`src/shared/lcfc_pkg.sv`:
```
// constants and register map of the limit check failure counter
package lcfc_pkg;
  localparam int LCFC_ADDR_W = 8;
  localparam int LCFC_DATA_W = 32;
  localparam int LCFC_TALLY_W = 16;
  // register byte offsets
  localparam logic [7:0] LCFC_OFS_CTRL = 8'h00;
  localparam logic [7:0] LCFC_OFS_LOWER = 8'h04;
  localparam logic [7:0] LCFC_OFS_UPPER = 8'h08;
  localparam logic [7:0] LCFC_OFS_BCMD = 8'h0C;
  localparam logic [7:0] LCFC_OFS_BMIN = 8'h10;
  localparam logic [7:0] LCFC_OFS_BMAX = 8'h14;
  localparam logic [7:0] LCFC_OFS_CLEAR = 8'h18;
  localparam logic [7:0] LCFC_OFS_TALLY = 8'h1C;
  localparam logic [7:0] LCFC_OFS_IRQ_STAT = 8'h20;
  localparam logic [7:0] LCFC_OFS_IRQ_CLR = 8'h24;
  localparam logic [7:0] LCFC_OFS_IRQ_EN = 8'h28;
  localparam logic [7:0] LCFC_OFS_ERR = 8'h2C;
  // control fields
  localparam int LCFC_CTRL_EN_BIT = 0;
  localparam int LCFC_CTRL_POL_LSB = 1;
  localparam int LCFC_CTRL_LIN_BIT = 3;
  localparam logic [1:0] LCFC_POL_OFF = 2'h0;
  localparam logic [1:0] LCFC_POL_EVERY = 2'h1;
  localparam logic [1:0] LCFC_POL_ONCE = 2'h2;
  // bound command fields
  localparam int LCFC_BCMD_SEL_BIT = 0;
  localparam int LCFC_BCMD_CODE_LSB = 1;
  localparam logic [1:0] LCFC_BCMD_DEF = 2'h1;
  localparam logic [1:0] LCFC_BCMD_MIN = 2'h2;
  localparam logic [1:0] LCFC_BCMD_MAX = 2'h3;
  localparam int LCFC_CLEAR_BIT = 0;
  localparam int LCFC_FAIL_BIT = 16;
  // interrupt events
  localparam int LCFC_IRQ_W = 3;
  localparam int LCFC_EV_FAIL = 0;
  localparam int LCFC_EV_CONFLICT = 1;
  localparam int LCFC_EV_WRAP = 2;
  // bounds in hundredths of dBm
  localparam logic signed [31:0] LCFC_BOUND_MIN = -32'sd15000;
  localparam logic signed [31:0] LCFC_BOUND_MAX = 32'sd23000;
  localparam logic signed [31:0] LCFC_LOWER_DEF = -32'sd9000;
  localparam logic signed [31:0] LCFC_UPPER_DEF = 32'sd9000;
  localparam logic signed [15:0] LCFC_ERR_CONFLICT = -16'sd221;
endpackage

```
`src/core/lcfc_compare.sv`:
```
// bound comparison of one measurement result
`timescale 1ns/1ps
`default_nettype none
module lcfc_compare
  import lcfc_pkg::*;
#(
  parameter int DATA_W = LCFC_DATA_W
)(
  input wire logic [DATA_W-1:0] result_i,
  input wire logic [DATA_W-1:0] lower_i,
  input wire logic [DATA_W-1:0] upper_i,
  input wire logic linear_i,
  output logic below_o,
  output logic above_o
);
  // log scale is signed hundredths of dBm, linear scale is unsigned power
  always_comb
  begin
    if (linear_i)
    begin
      below_o = result_i < lower_i;
      above_o = result_i > upper_i;
    end
    else
    begin
      below_o = $signed(result_i) < $signed(lower_i);
      above_o = $signed(result_i) > $signed(upper_i);
    end
  end
endmodule
`default_nettype wire

```
`src/core/lcfc_tally.sv`:
```
// wrapping failure tally with clear priority
`timescale 1ns/1ps
`default_nettype none
module lcfc_tally
  import lcfc_pkg::*;
#(
  parameter int TALLY_W = LCFC_TALLY_W
)(
  input wire logic clock_i,
  input wire logic rst_n_i,
  input wire logic clear_i,
  input wire logic inc_i,
  output logic [TALLY_W-1:0] count_o,
  output logic nonzero_o,
  output logic wrap_o
);
  logic [TALLY_W-1:0] count_ff;
  logic [TALLY_W-1:0] nxt_count;
  logic nonzero_ff;
  logic wrap_ff;

  always_comb
  begin
    if (clear_i)
      nxt_count = '0;
    else if (inc_i)
      nxt_count = count_ff + 1'b1;
    else
      nxt_count = count_ff;
  end

  always_ff @(posedge clock_i or negedge rst_n_i)
  begin
    if (!rst_n_i)
    begin
      count_ff <= '0;
      nonzero_ff <= 1'b0;
      wrap_ff <= 1'b0;
    end
    else
    begin
      count_ff <= nxt_count;
      nonzero_ff <= |nxt_count;
      wrap_ff <= !clear_i && inc_i && (&count_ff);
    end
  end

  assign count_o = count_ff;
  assign nonzero_o = nonzero_ff;
  assign wrap_o = wrap_ff;
endmodule
`default_nettype wire

```
`src/core/lcfc_top.sv`:
```
// limit check failure counter: registers, bounds, auto clear and interrupt
// Operation
// - enabled check adds exactly one to tally per out-of-bounds result in a cycle with no tally clear
// - result equal to either bound passes
// - tally zeroed by reset, immediate clear, and selecting every-measurement clearing
// - every-measurement policy zeroes tally at each measurement start
// - once policy zeroes tally only at first start after selection
// - tally counts to 65535 then wraps to zero
// - result strictly below lower bound fails
// - result strictly above upper bound fails
// - log-scale bounds limited to -150..+230 dBm, min/max shortcuts and queries
// - lower bound loads -90.00 dBm on reset and default shortcut
// - upper bound loads +90.00 dBm on reset and default shortcut
// - bounds compared in the selected log or linear unit
// - enable cleared on reset; disabled check never advances tally
// - enable reads back as 1 active, 0 inactive
// - enabling refused with error -221 under fast rate or speed 400
// - tally query returns failures since last clear
// - failure flag is 1 exactly when tally is non-zero
// - auto-clear policy resets to every-measurement
`timescale 1ns/1ps
`default_nettype none
module lcfc_top
  import lcfc_pkg::*;
#(
  parameter int ADDR_W = LCFC_ADDR_W,
  parameter int DATA_W = LCFC_DATA_W,
  parameter int TALLY_W = LCFC_TALLY_W
)(
  input wire logic clock_i,
  input wire logic resetn_i,
  input wire logic [ADDR_W-1:0] addr_i,
  input wire logic [DATA_W-1:0] wdata_i,
  input wire logic wr_i,
  input wire logic rd_i,
  output logic [DATA_W-1:0] rdata_o,
  input wire logic meas_start_i,
  input wire logic result_valid_i,
  input wire logic [DATA_W-1:0] result_i,
  input wire logic measurement_rate_fast_i,
  input wire logic speed_400_i,
  output logic fail_flag_o,
  output logic irq_o
);
  logic rst_meta_ff;
  logic rst_n_ff;
  logic enable_ff;
  logic [1:0] policy_ff;
  logic linear_ff;
  logic once_pend_ff;
  logic [DATA_W-1:0] lower_ff;
  logic [DATA_W-1:0] upper_ff;
  logic [LCFC_IRQ_W-1:0] irq_stat_ff;
  logic [LCFC_IRQ_W-1:0] irq_en_ff;
  logic irq_ff;
  logic [15:0] err_ff;
  logic [DATA_W-1:0] rdata_ff;
  logic [TALLY_W-1:0] tally;
  logic tally_nonzero;
  logic tally_wrap;
  logic below;
  logic above;
  logic fail_ev;
  logic conflict_ev;
  logic tally_clear;
  logic imm_clear;
  logic auto_clear;
  logic ctrl_wr;
  logic want_enable;
  logic conflict;
  logic [1:0] wr_policy;
  logic [LCFC_IRQ_W-1:0] events;
  logic [1:0] bcmd_code;
  logic signed [DATA_W-1:0] bcmd_val;

  // reset released through two flops
  always_ff @(posedge clock_i or negedge resetn_i)
  begin
    if (!resetn_i)
    begin
      rst_meta_ff <= 1'b0;
      rst_n_ff <= 1'b0;
    end
    else
    begin
      rst_meta_ff <= 1'b1;
      rst_n_ff <= rst_meta_ff;
    end
  end

  // clamp a written bound in log scale; linear values are taken as written
  function automatic logic [DATA_W-1:0] clamp_bound(input logic [DATA_W-1:0] v, input logic lin);
    logic [DATA_W-1:0] r;
    r = v;
    if (!lin && ($signed(v) < LCFC_BOUND_MIN))
      r = LCFC_BOUND_MIN;
    else if (!lin && ($signed(v) > LCFC_BOUND_MAX))
      r = LCFC_BOUND_MAX;
    return r;
  endfunction

  assign ctrl_wr = wr_i && (addr_i == LCFC_OFS_CTRL);
  assign want_enable = wdata_i[LCFC_CTRL_EN_BIT];
  assign wr_policy = wdata_i[LCFC_CTRL_POL_LSB +: 2];
  assign conflict = measurement_rate_fast_i || speed_400_i;
  assign conflict_ev = ctrl_wr && want_enable && conflict;
  assign imm_clear = wr_i && (addr_i == LCFC_OFS_CLEAR) && wdata_i[LCFC_CLEAR_BIT];
  assign bcmd_code = wdata_i[LCFC_BCMD_CODE_LSB +: 2];

  // auto clear at a measurement start
  always_comb
  begin
    auto_clear = 1'b0;
    if (meas_start_i && (policy_ff == LCFC_POL_EVERY))
      auto_clear = 1'b1;
    else if (meas_start_i && (policy_ff == LCFC_POL_ONCE) && once_pend_ff)
      auto_clear = 1'b1;
  end

  // selecting every-measurement clearing zeroes the tally right away
  assign tally_clear = imm_clear || auto_clear
    || (ctrl_wr && (wr_policy == LCFC_POL_EVERY));
  assign fail_ev = enable_ff && result_valid_i && (below || above);

  always_comb
  begin
    unique case (bcmd_code)
      LCFC_BCMD_MIN: bcmd_val = LCFC_BOUND_MIN;
      LCFC_BCMD_MAX: bcmd_val = LCFC_BOUND_MAX;
      default: bcmd_val = wdata_i[LCFC_BCMD_SEL_BIT] ? LCFC_UPPER_DEF : LCFC_LOWER_DEF;
    endcase
  end

  lcfc_compare #(
    .DATA_W(DATA_W)
  ) u_compare (
    .result_i(result_i),
    .lower_i(lower_ff),
    .upper_i(upper_ff),
    .linear_i(linear_ff),
    .below_o(below),
    .above_o(above)
  );

  lcfc_tally #(
    .TALLY_W(TALLY_W)
  ) u_tally (
    .clock_i(clock_i),
    .rst_n_i(rst_n_ff),
    .clear_i(tally_clear),
    .inc_i(fail_ev),
    .count_o(tally),
    .nonzero_o(tally_nonzero),
    .wrap_o(tally_wrap)
  );

  // control register; an enable under conflicting speed settings is refused
  always_ff @(posedge clock_i or negedge rst_n_ff)
  begin
    if (!rst_n_ff)
    begin
      enable_ff <= 1'b0;
      policy_ff <= LCFC_POL_EVERY;
      linear_ff <= 1'b0;
    end
    else if (ctrl_wr)
    begin
      enable_ff <= want_enable && !conflict;
      policy_ff <= wr_policy;
      linear_ff <= wdata_i[LCFC_CTRL_LIN_BIT];
    end
  end

  // once policy waits for its first start after being selected
  always_ff @(posedge clock_i or negedge rst_n_ff)
  begin
    if (!rst_n_ff)
      once_pend_ff <= 1'b0;
    else if (ctrl_wr)
      once_pend_ff <= (wr_policy == LCFC_POL_ONCE);
    else if (meas_start_i)
      once_pend_ff <= 1'b0;
  end

  // bounds: direct log-scale writes clamp, shortcut writes load fixed values
  always_ff @(posedge clock_i or negedge rst_n_ff)
  begin
    if (!rst_n_ff)
    begin
      lower_ff <= LCFC_LOWER_DEF;
      upper_ff <= LCFC_UPPER_DEF;
    end
    else if (wr_i)
    begin
      if (addr_i == LCFC_OFS_LOWER)
        lower_ff <= clamp_bound(wdata_i, linear_ff);
      else if (addr_i == LCFC_OFS_UPPER)
        upper_ff <= clamp_bound(wdata_i, linear_ff);
      else if ((addr_i == LCFC_OFS_BCMD) && (bcmd_code != 2'h0))
      begin
        if (wdata_i[LCFC_BCMD_SEL_BIT])
          upper_ff <= bcmd_val;
        else
          lower_ff <= bcmd_val;
      end
    end
  end

  // last error code, kept until a refused enable writes it again
  always_ff @(posedge clock_i or negedge rst_n_ff)
  begin
    if (!rst_n_ff)
      err_ff <= '0;
    else if (conflict_ev)
      err_ff <= LCFC_ERR_CONFLICT;
  end

  // sticky events; a same-cycle event wins over the clear
  assign events[LCFC_EV_FAIL] = fail_ev;
  assign events[LCFC_EV_CONFLICT] = conflict_ev;
  assign events[LCFC_EV_WRAP] = tally_wrap;

  always_ff @(posedge clock_i or negedge rst_n_ff)
  begin
    if (!rst_n_ff)
    begin
      irq_stat_ff <= '0;
      irq_en_ff <= '0;
      irq_ff <= 1'b0;
    end
    else
    begin
      if (wr_i && (addr_i == LCFC_OFS_IRQ_CLR))
        irq_stat_ff <= (irq_stat_ff & ~wdata_i[LCFC_IRQ_W-1:0]) | events;
      else
        irq_stat_ff <= irq_stat_ff | events;
      if (wr_i && (addr_i == LCFC_OFS_IRQ_EN))
        irq_en_ff <= wdata_i[LCFC_IRQ_W-1:0];
      irq_ff <= |(irq_stat_ff & irq_en_ff);
    end
  end

  // read data stands only in the cycle after the strobe
  always_ff @(posedge clock_i or negedge rst_n_ff)
  begin
    if (!rst_n_ff)
      rdata_ff <= '0;
    else if (!rd_i)
      rdata_ff <= '0;
    else
    begin
      unique case (addr_i)
        LCFC_OFS_CTRL: rdata_ff <= {{(DATA_W-4){1'b0}}, linear_ff, policy_ff, enable_ff};
        LCFC_OFS_LOWER: rdata_ff <= lower_ff;
        LCFC_OFS_UPPER: rdata_ff <= upper_ff;
        LCFC_OFS_BMIN: rdata_ff <= LCFC_BOUND_MIN;
        LCFC_OFS_BMAX: rdata_ff <= LCFC_BOUND_MAX;
        LCFC_OFS_TALLY: rdata_ff <= {{(DATA_W-TALLY_W-1){1'b0}}, tally_nonzero, tally};
        LCFC_OFS_IRQ_STAT: rdata_ff <= {{(DATA_W-LCFC_IRQ_W){1'b0}}, irq_stat_ff};
        LCFC_OFS_IRQ_EN: rdata_ff <= {{(DATA_W-LCFC_IRQ_W){1'b0}}, irq_en_ff};
        LCFC_OFS_ERR: rdata_ff <= {{(DATA_W-16){err_ff[15]}}, err_ff};
        default: rdata_ff <= '0;
      endcase
    end
  end

  assign rdata_o = rdata_ff;
  assign fail_flag_o = tally_nonzero;
  assign irq_o = irq_ff;
endmodule
`default_nettype wire

```
`config.mk`:
```
export PLATFORM = sky130hd
export DESIGN_NAME = lcfc_top
export DESIGN_NICKNAME = d
export VERILOG_FILES = /design/src/shared/lcfc_pkg.sv /design/src/core/lcfc_compare.sv /design/src/core/lcfc_tally.sv /design/src/core/lcfc_top.sv
export SDC_FILE = /design/constraint.sdc
export NUM_CORES = 1
export LEC_CHECK = 0
export BUFFER_PORTS_ARGS = -buffer_cell sky130_fd_sc_hd__buf_4
export CELL_PAD_IN_SITES_DETAIL_PLACEMENT = 0
export CELL_PAD_IN_SITES_GLOBAL_PLACEMENT = 1
export CORE_ASPECT_RATIO = 1.2
export CORE_UTILIZATION = 45
export DETAILED_ROUTE_END_ITERATION = 8
export GPL_TIMING_DRIVEN = 0
export PLACE_DENSITY = 0.8
export SETUP_SLACK_MARGIN = 0.15
export SLEW_MARGIN = 20
export SYNTH_ARGS = -nofsm -noshare
export SYNTH_HDL_FRONTEND = slang
export SYNTH_SLANG_ARGS = --single-unit
```
`constraint.sdc`:
```
create_clock -name clock_i -period 8.5 [get_ports clock_i]
set_input_delay 0 -clock clock_i [delete_from_list [all_inputs] [get_ports clock_i]]
set_output_delay 0 -clock clock_i [all_outputs]
set_load 0.005 [all_outputs]
```
* Word-level counts from Yosys, hierarchy flattened
Index checks and enable logic that the tools add are counted.
** Cells by class
- Add/subtract/negate cells :: 1
- Magnitude comparators :: 6
- Equality and inequality tests :: 18
- Mux-type cells :: 22
- Bitwise logic cells :: 6
- Reductions and logical operators :: 37
** Operators by type and width (number)
- $mux W32 :: 11
- $pmux W32 S9 :: 1
- $gt A32 B32 Y1 :: 2
- $lt A32 B32 Y1 :: 2
- $pmux W32 S2 :: 1
- $eq A8 B5 Y1 const B :: 4
- $eq A8 B6 Y1 const B :: 4
- $gt A32 B16 Y1 const B :: 1
- $lt A32 B15 Y1 const B :: 1
- $mux W16 :: 2
- $logic_and A1 B1 Y1 :: 19
- $add A16 B1 Y16 const B :: 1
- $eq A8 B4 Y1 const B :: 2
- $reduce_and A16 Y1 :: 1
- $reduce_or A16 Y1 :: 1
- $reduce_bool A2 Y1 :: 5
- $eq A8 B3 Y1 const B :: 1
- $logic_not A8 Y1 :: 1
- $reduce_and A4 Y1 :: 2
- $and A3 B3 Y3 :: 2
- $eq A2 B2 Y1 const B :: 3
- $mux W1 :: 6
- $or A3 B3 Y3 :: 2
- $eq A2 B1 Y1 const B :: 2
- 8 further kinds :: 13
** Word-level totals
- Register bits after elaboration :: 129
- Bits of input ports :: 80
- Output and inout port bits :: 34
- Word-level logic and storage cells :: 106

* Logic depth before layout (Yosys ltp)
Gate-level depths: netlist of run 1.
- Depth in word-level cells :: 10
- Depth in mapped cells :: 14
- Gate-level depth less buffers :: 12

* By module
From an unflattened synthesis of run 1, not the netlist that was laid out.
** Second synthesis, totals
- Cells, all modules :: 778
- Area, all modules :: 7718.7 um^2
** Modules (own cells, without submodules)
- lcfc_top :: instances 1, cells an instance 451, area each 5097.4 um^2, sequential area each 2816.5 um^2
- lcfc_compare :: instances 1, cells an instance 223, area each 1611.5 um^2, sequential area each 0.0 um^2
- lcfc_tally :: instances 1, cells an instance 104, area each 1009.7 um^2, sequential area each 450.4 um^2

* Least setup slack after synthesis of run 1
No wires, ideal clock.
- Path type :: reg-to-reg
- Start point :: reg upper_ff[5]
- End point :: reg u_tally.nonzero_ff, in the netlist u_tally.nonzero_o
- Library setup time :: 0.140 ns
- Data arrival time :: 2.890 ns
- Required time :: 8.360 ns
- Slack :: 5.470 ns
- Stages on the path, launching flop included :: 15
- Path buffers :: 2
- Clock period less this slack :: 3.030 ns
- Path through :: dfstp_2 > inv_1 > ha_1 > a21oi_1 > o21ai_1 > a221oi_2 > nor3b_1 > or4b_1 > a311oi_2 > buf_6 > nor2_2 > buf_6 > a211oi_1 > o31a_1 > nand4_1
** Between the ends
- Cells in the longest elaborated chain, start to end :: 7
- Elaborated cells on any way between the ends :: 8
- Classes of those cells :: order compare: 2; mux: 3; reduce/logical: 3
** RTL lines
- from (decl) :: line lcfc_top.sv:52 : logic [DATA_W-1:0] upper_ff;
- from (signal assigned) :: line lcfc_top.sv:198 : upper_ff <= clamp_bound(wdata_i, linear_ff);
- from (signal assigned) :: line lcfc_top.sv:202 : upper_ff <= bcmd_val;
- $gt A32 B32 Y1 (on tied branches) :: line lcfc_compare.sv:27, lcfc_compare.sv:22
- $mux W1 (*) :: line lcfc_compare.sv:19 : if (linear_i)
- $logic_or A1 B1 Y1 (*) :: line lcfc_top.sv:123 : assign fail_ev = enable_ff && result_valid_i && (below || above);
- $logic_and A1 B1 Y1 (*) :: line lcfc_top.sv:123
- $mux W16 (*) :: line lcfc_tally.sv:26 : else if (inc_i)
- $mux W16 (*) :: line lcfc_tally.sv:24 : if (clear_i)
- $reduce_or A16 Y1 (*) :: line lcfc_tally.sv:43 : nonzero_ff <= |nxt_count;
- to (signal assigned) :: line lcfc_tally.sv:43
- to (decl) :: line lcfc_tally.sv:19 : logic nonzero_ff;
Mark *: on every way between the ends. The rest lies on a longest branch, timed or not.
A chain may end at the register's enable or synchronous reset.

* Worst setup path in the final report of run 1
Ends and elaborated chain as after synthesis.

==> impl_results.md, run 1 <==
* EDFF count, synth at 0
* Endpoints failing hold at 0
* Core area at 16,980 µm²
* Initial antenna violation count at 0
* Initial drt markers at 590
* Share of post-route cells with drive strength above 1 at 0.1984
* Post-synthesis xor/xnor area fraction at 0.01447
* Clock skew at about 10 ps
* Starting Density at 0.4635
* PD cells at about 180 nW/µm²
* Finish-stage setup viols at 0
* Final min period at 3715 ps
* Crit path depth at 13
* R2R Setup Slk at 4780 ps
* Most frequent cells in the layout: buf_4, nand2_1, dfrtp_1
* End point of the critical path: u_tally.nonzero_o$_DFF_PN0_
* Root cell of the clock tree: clkbuf_16
* Most common cell after layout, fill and taps aside: buf_4
* Std-Cell Rows at 52
* Antenna cells at 0
* Clock Path Buffers at 2
* Global-route wire length before repair at between 30 and 40 mm
* CTS clk-pin slew, worst paths at 60 ps
* Routed wire length per instance at 20.71 µm
* Die height at 146.9 µm
* DP Worst Slack at 4855 ps
* Hpwl dp at 19.62 mm
* Post-synthesis adder-cell area fraction at 0.1017
* Total CTS buffers at 17
* Post-Syn Area at 7871 µm²
* Distinct cells, synth at 68
* Worst r2r src: upper_ff[5]$_DFFE_PN1P_
* Sequential fraction of the synthesis area at 0.4150
* Vias in the first global route at ~7,300
* CP arrival at 4000 ps
* #FFs+latches synth at 129
* Fill count at 1,498
* FF-to-FF path depth at 13
* Via count at about 7,300
* Fmax at 269.2 MHz
* # Max-Cap Violations at 0
* CTS tree: yes
* Worst Tran Pin Value at 996.6 ps
* Total power at 1.754 mW
* Worst Path Required at 8780 ps
* Grt ovf at 0
* Skew-Pair Late Insertion Delay at 430 ps
* GRT Total Usage at 0.2969
* Vias per cell at between 5 and 6
* Leak pwr at between 4 and 5 nW
* Slowest CP cell: dfstp_2
* CTS Sinks at about 130
* Asr flop ratio synth at 1.000
* Worst Setup SP: upper_ff[5]$_DFFE_PN1P_
* Max transition margin at 0.3356
* Yosys Warn Count at 0
* Worst Setup Path Type: flop to flop
* Antenna viol nets, final at 0
* RSZ-0062 raised after global routing: false
* Net Count, Synth at ~1,000
* Total negative slack at 0 ps
* Maximum fanout along the worst path at 10
* RR Endpoint: u_tally.nonzero_o$_DFF_PN0_
* Drt total wl at 25.76 mm
* Hold WC Path Type: input port to flop
* Die Area at 18,030 µm²
* Port bufs at between 100 and 150
* Largest family of logic cells by synthesized area: compound AO/OA/AOI/OAI gates
* First-pass DRT Iterations at 6
* Synth Area per Inst at 9.174 µm²
* Final worst slack at 4785 ps
* Pin count of the biggest net entering global routing at 55
* Mapped Cells at 858
* # IOs at ~110
* Slew Viols, Final at 0
* Residual DRC at 0
* Die width at 122.7 µm
* Area grow syn2layout at 26.67%
* Worst path top cell family by delay: compound AO/OA/AOI/OAI gates
* Status: finished clean
* Worst path cell trace: inv_1 -> ha_1 -> a21oi_1 -> o21ai_1 -> a221oi_2 -> nor3b_1 -> or4b_1 -> a311oi_2 -> or2_1 -> buf_6 -> nor2_1 -> o41ai_2 -> nand4_1
* Nets at around 1,200
* Complex-gate fraction of the synthesized area at 0.2260
* Worst VDD drop at 112.7 µV
* Post-Synth Simple-Gate Area at 0.1694
* Post-CTS sizing at 0
* H-Tree Depth at 4
* Synth Flop Type: dfrtp_1
* Worst Setup End Kind: flop
* RePlAce Congestion at 0.9144
* Critical path launch point type: flop
* Tcrit/Tclk final at 0.4371
* Crit-path max cell delay at 570 ps
* Crit path buffers/inverters at 2
* Post-synthesis mux area share at 0.008584
[synth_stat cells (all sizes together) (6+ instances only)]
cell	number	area [µm²]
nand2b	6	37.54
o211ai	7	52.55
nand4	17	106.4
buf	12	73.81
a21oi	53	265.3
xnor2	10	87.58
a221o	41	410.4
and3	9	56.30
nand2	104	390.4
or3	7	43.79
inv	77	289.0
o21ai	39	195.2
nand3	13	70.07
nor3	13	65.06
clkbuf	38	142.6
dfstp	31	814.5
dfrtp	98	2452
mux2	6	67.56
a32o	7	70.07
nor4	12	87.58
nor2	70	267.8
ha	64	800.8
a22oi	7	52.55
a221oi	27	249.0
a21o	19	142.6
[metal layers]
metal / up-vias / global-route usage / wire length (µm)
li1: 3461 / - / -
met1: 3481 / 0.3606 / 10570
met2: 312 / 0.4963 / 12580
met3: 63 / 0.05202 / 1437
met4: 0 / 0.1573 / 1177
met5: - / 0 / 0
[repair_timing]
| action | 4_1_cts | 5_1_grt |
|---|---|---|
| hold endpoints to repair | 39 | 0 |
| buffers inserted | 0 | 0 |
| hold buffers | 26 | 0 |
[metrics by stage]
stage,hold WS [ps],area (µm²),utilization,std cells
5_1_grt,27.61,9971,0.5872,1244
3_3_place_gp,-217.0,8967,0.5281,1184
3_5_place_dp,-215.7,9031,0.5318,1186
4_1_cts,3.785,9971,0.5872,1244
6_report,15.30,9971,0.5872,1244
2_1_floorplan,-295.6,7871,-,858
[state kept, by name, indices dropped and copies added (netlist names), 2 cells and up]
name and count:
irq_en_ff 3, irq_stat_ff 3, lower_ff 32, policy_ff 2
rdata_o 32, u_tally.count_o 16, upper_ff 32
[how the worst min path moves through the flow]
stage	start	to	slack (ps)	cells after the start
after global routing	wdata_i[25]	upper_ff[25]$_DFFE_PN0P_	30	3
after CTS	wdata_i[24]	upper_ff[24]$_DFFE_PN0P_	4	3
after floorplan	resetn_i	rst_meta_ff$_DFF_PN0_	-300	0
after detailed placement	resetn_i	rst_meta_ff$_DFF_PN0_	-220	1
final	wdata_i[24]	upper_ff[24]$_DFFE_PN0P_	20	3
after global placement	resetn_i	rst_meta_ff$_DFF_PN0_	-220	1
[power breakdown]
part | internal [mW] | total, mW | switching [mW]
Combinational | 0.109 | 0.233 | 0.124
Clock | 0.554 | 0.838 | 0.284
Sequential | 0.650 | 0.683 | 0.0333
Total | 1.31 | 1.75 | 0.441
[area by class of cell]
class,count,area [µm²],share of cell area
Timing Repair Buffer,138,1141,0.1144
Sequential cell,129,3271,0.3280
Clock inverter,11,198.9,0.01995
Inverter,77,289.0,0.02899
Clock buffer,21,480.5,0.04819
Multi-Input combinational cell,602,4104,0.4116
Tap cell,216,270.3,0.02711
Buffer,50,216.5,0.02171
[cells by family after synthesis]
logic type	Yosys count
and+or+nand+nor	279
xor gates and xnor gates	13
other	1
AOI/OAI and AO/OA	239
DFF	129
muxes	6
adders and majority gates	64
buffers and inverters	127
[tightest hold or removal path: cells and delay by family]
kind	cells	cell delay, ps
buffers and inverters	1	100
AOI/OAI and AO/OA	2	310
Power figures use the tool's default switching activity.
==> run 2: changes to the inputs <==
ABC_AREA = 1   (was not set)
CORE_UTILIZATION = 39   (was 45)
PLACE_DENSITY = 0.75   (was 0.8)
clock period = 3 ns   (was 8.5 ns; I/O delays follow)
==> run 2 against run 1 <==
Against the previous run: clock power rose to 2.5 times the previous value; sequential share of layout area down 2.5 points; maximum frequency up 32%; sequential power rose to 3.1 times the previous value; the flow now finishes with violations (hold timing); clock-buffer cell count down 2; area after synthesis up 4.5%; via count up 8.0%; worst setup slack worse by 4600 ps.
==> impl_results.md, run 2 <==
* Clock Path Buffers at 2 (unchanged)
* Critical path launch point type: flop
* Worst VDD drop at 387.9 µV (+240%)
* Die height at 161.1 µm (+9.7%)
* Cell taking the most area after synthesis: dfrtp_1
* CTS clk-pin slew, worst paths at 60 ps (about the same)
* Nets at 1,354 (+17%)
* Antenna viol nets, final at 0 (unchanged)
* Initial antenna violation count at 0 (unchanged)
* Worst path cell trace: inv_1 -> ha_1 -> nand2_1 -> nor2_2 -> nand2_2 -> nor4_4 -> nand2_2 -> nand2_1 -> nand2_1 -> nand2_1 -> nand2_2 -> nand2_4 -> buf_6 -> buf_8 -> nand3_1 -> nand3_2 -> nand2_1 -> nor2_2 -> nand2_1 -> clkinv_1 -> nand2_1
* CTS Sinks at 129 (unchanged)
* Distinct cells, synth at 46 (-32%)
* Net Count, Synth at 1,172 (+17%)
* Port bufs at 113 (+2.7%)
* Drt total wl at 28.20 mm (+9.5%)
* Core area at 20,470 µm² (+21%)
* Hpwl dp at 21.40 mm (+9.0%)
* Final min period at 2808 ps (-907.3 ps)
* RSZ-0062 raised after global routing: true
* Yosys Warn Count at 0 (unchanged)
* Most frequent cells in the layout: inv_1, nand2_1, buf_4
* Placed Cells at 1,408 (+19%)
* GRT Total Usage at 0.2702 (-0.02666)
* Worst Path Required at 3320 ps (-5460 ps)
* Vias in the first global route at 8,048 (+11%)
* Max transition margin at 0.3835 (+0.04788)
* Vias per cell at 5.313 (-9.7%)
* EDFF count, synth at 0 (unchanged)
* Post-Syn Area at 8224 µm² (+4.5%)
* Antenna cells at 0 (unchanged)
* Starting Density at 0.4018 (-0.06173)
* Slowest CP cell: dfrtp_1
* PD cells at 523.2 nW/µm² (+200%)
* #FFs+latches synth at 129 (unchanged)
* Global-route wire length before repair at 44.00 mm (+11%)
* Fill count at 2,004 (+34%)
* Crit path buffers/inverters at 4 (+2)
* Clock skew at 11.01 ps (+0.7235 ps)
* Top layer in use: met4
* CP dominant cell by count: nand2_1
* Worst Tran Pin Value at 921.4 ps (-75.22 ps)
* Endpoints failing hold at 1 (+1)
* Slew Viols, Final at 0 (unchanged)
* Mapped Cells at 1,028 (+20%)
* Synth Area per Inst at 8.000 µm² (-13%)
* Met2 wire len at 14.48 mm (+15%)
* Asr flop ratio synth at 1.000 (unchanged)
* M1 wire length at 11.84 mm (+12%)
* Area grow syn2layout at 31.45%
* Sequential fraction of the synthesis area at 0.3972 (-0.01781)
* Maximum fanout along the worst path at 6 (-4)
* Leak pwr at 5.373 nW (+24%)
* Routed wire length per instance at 18.95 µm (-8.5%)
* Via count at 7,905 (+8.0%)
* Crit-path max cell delay at 350 ps (-220 ps)
* Share of post-route cells with drive strength above 1 at 0.2339 (+0.03541)
* # Max-Cap Violations at 0 (unchanged)
* Status: complete, but fails checks
* Hold WC Path Type: input port to flop
* Synth area leaders: dfrtp_1, dfstp_2, ha_1, nand2_1, inv_1
* CTS tree: yes
* Top cells by instance count after synthesis: nand2_1, inv_1, dfrtp_1
* Std-Cell Rows at 57 (+9.6%)
* Routed wl met3 at 1.050 mm (-27%)
* Failing checks: hold timing
* Root cell of the clock tree: clkbuf_16
* H-Tree Depth at 4 (unchanged)
* # IOs at 114 (unchanged)
* Synth Flop Type: dfrtp_1
* Worst Setup End Kind: flop
* Total power at 5.656 mW (+220%)
* RePlAce Congestion at 0.9098 (-0.50%)
* Total CTS buffers at 17 (unchanged)
* Cell Count, Final, Fillers Out at 1,488 (+20%)
* Pin count of the biggest net entering global routing at 53 (-3.6%)
* Finish-stage setup viols at 0 (unchanged)
* Initial drt markers at 388 (-34%)
* Skew-Pair Late Insertion Delay at 440 ps (about the same)
* Worst path top cell family by delay: simple AND/OR/NAND/NOR gates
* Worst Setup Path Type: flop to flop
* CP arrival at 3130 ps (-870 ps)
* Most common cell after layout, fill and taps aside: inv_1
* Most common cell in the netlist: nand2_1
* Grt ovf at 0 (unchanged)
* Tcrit/Tclk final at 0.9360 (+0.4989)
* First-pass DRT Iterations at 5 (-1)
* Residual DRC at 0 (unchanged)
* Yosys top cell area share at 0.2982 (-0.01337)
* Fmax at 356.1 MHz (+32%)
* Fin Hold WS at -3.039 ps (-18.34 ps)
* Die Area at 21,670 µm² (+20%)
* Die width at 134.6 µm (+9.6%)
## run 2: cell types whose count changed after synthesis, moves of 19 or more
cell | before | now
a21o_1 | 19 | 0
o21ai_0 | 38 | 75
a221o_1 | 41 | 0
clkbuf_1 | 38 | 16
nand2_1 | 104 | 164
o21bai_1 | 0 | 37
inv_1 | 77 | 161
nand3_1 | 12 | 55
## run 2: layout make-up
| cell class | count | area (µm²) | area share |
|---|---|---|---|
| Multi-Input combinational cell | 692 | 4388 | 0.4059 |
| Sequential cell | 129 | 3271 | 0.3025 |
| Timing Repair Buffer | 163 | 1383 | 0.1279 |
| Inverter | 175 | 661.9 | 0.06123 |
| Clock buffer | 19 | 442.9 | 0.04097 |
| Tap cell | 265 | 331.6 | 0.03067 |
| Buffer | 32 | 178.9 | 0.01655 |
| Clock inverter | 13 | 153.9 | 0.01424 |
## run 2: what timing repair did
action                                 in CTS  in global routing
buffers inserted                            3                  8
cloned                                      0                  2
hold buffers                               35                  0
pin swaps                                   6                 33
resized for setup                           9                 49
endpoints found under the hold margin      67                  0
setup endpoints to repair                   2                  2
## run 2: path summary, 6_finish.rpt
| path | slack (ps) | end | cells after the start | from |
|---|---|---|---|---|
| setup / recovery | 190 | u_tally.nonzero_o$_DFF_PN0_ | 21 | upper_ff[31]$_DFFE_PN0P_ |
| min in group asynchronous | 320 | rdata_o[31]$_DFF_PN0_ | 0 | rst_n_ff$_DFF_PN0_ |
| setup reg to reg | 190 | u_tally.nonzero_o$_DFF_PN0_ | 21 | upper_ff[31]$_DFFE_PN0P_ |
| hold reg to reg | 320 | rdata_o[31]$_DFF_PN0_ | 0 | rst_n_ff$_DFF_PN0_ |
| max in group asynchronous | 1690 | lower_ff[15]$_DFFE_PN1P_ | 2 | rst_n_ff$_DFF_PN0_ |
| hold / removal | -3 | upper_ff[8]$_DFFE_PN1P_ | 5 | wdata_i[8] |
## run 2: layer usage
| layer | vias to the layer above | global-route usage |
|---|---|---|
| met4 | 0 | 0.09806 |
| met2 | 220 | 0.4812 |
| met3 | 49 | 0.03390 |
| met5 | - | 0 |
| li1 | 3836 | - |
| met1 | 3800 | 0.3325 |
## run 2: where the power goes
| group | switching, mW | leakage, nW | internal [mW] |
|---|---|---|---|
| clock network | 0.862 | 0.285 | 1.26 |
| logic | 0.860 | 3.58 | 0.588 |
| registers | 0.133 | 1.50 | 1.95 |
| total | 1.86 | 5.37 | 3.80 |
## run 2: kinds of logic (layout without fill, tap and decap cells)
family,Yosys count,after routing,synth area share
AO/OA/AOI/OAI,248,248,0.1856
XOR/XNOR,12,12,0.01278
adder cells (fa/ha/maj),64,64,0.09737
buffers and inverters,207,402,0.1010
flip-flops,129,129,0.3972
other,1,1,0.0004560
AND/OR/NAND/NOR,367,367,0.2055
## run 2: through the flow
stage	worst slack [ps]	TNS, ps	area, µm²	hold WS, ps	utilization
6_report	191.9	0	10810	-3.039	0.5282
3_5_place_dp	-17.08	-17.08	9455	-217.3	0.4619
5_1_grt	-19.53	-19.53	10810	31.48	0.5282
2_1_floorplan	648.8	0	8225	-295.6	-
4_1_cts	150.9	0	10470	0.4672	0.5115
3_3_place_gp	-37.99	-37.99	9405	-217.4	0.4595
## run 2: tightest hold or removal path, stage by stage
cell	delay, ps
buf_4	100
inv_1	50
nand3_1	110
o21ai_0	70
o21ai_0	70
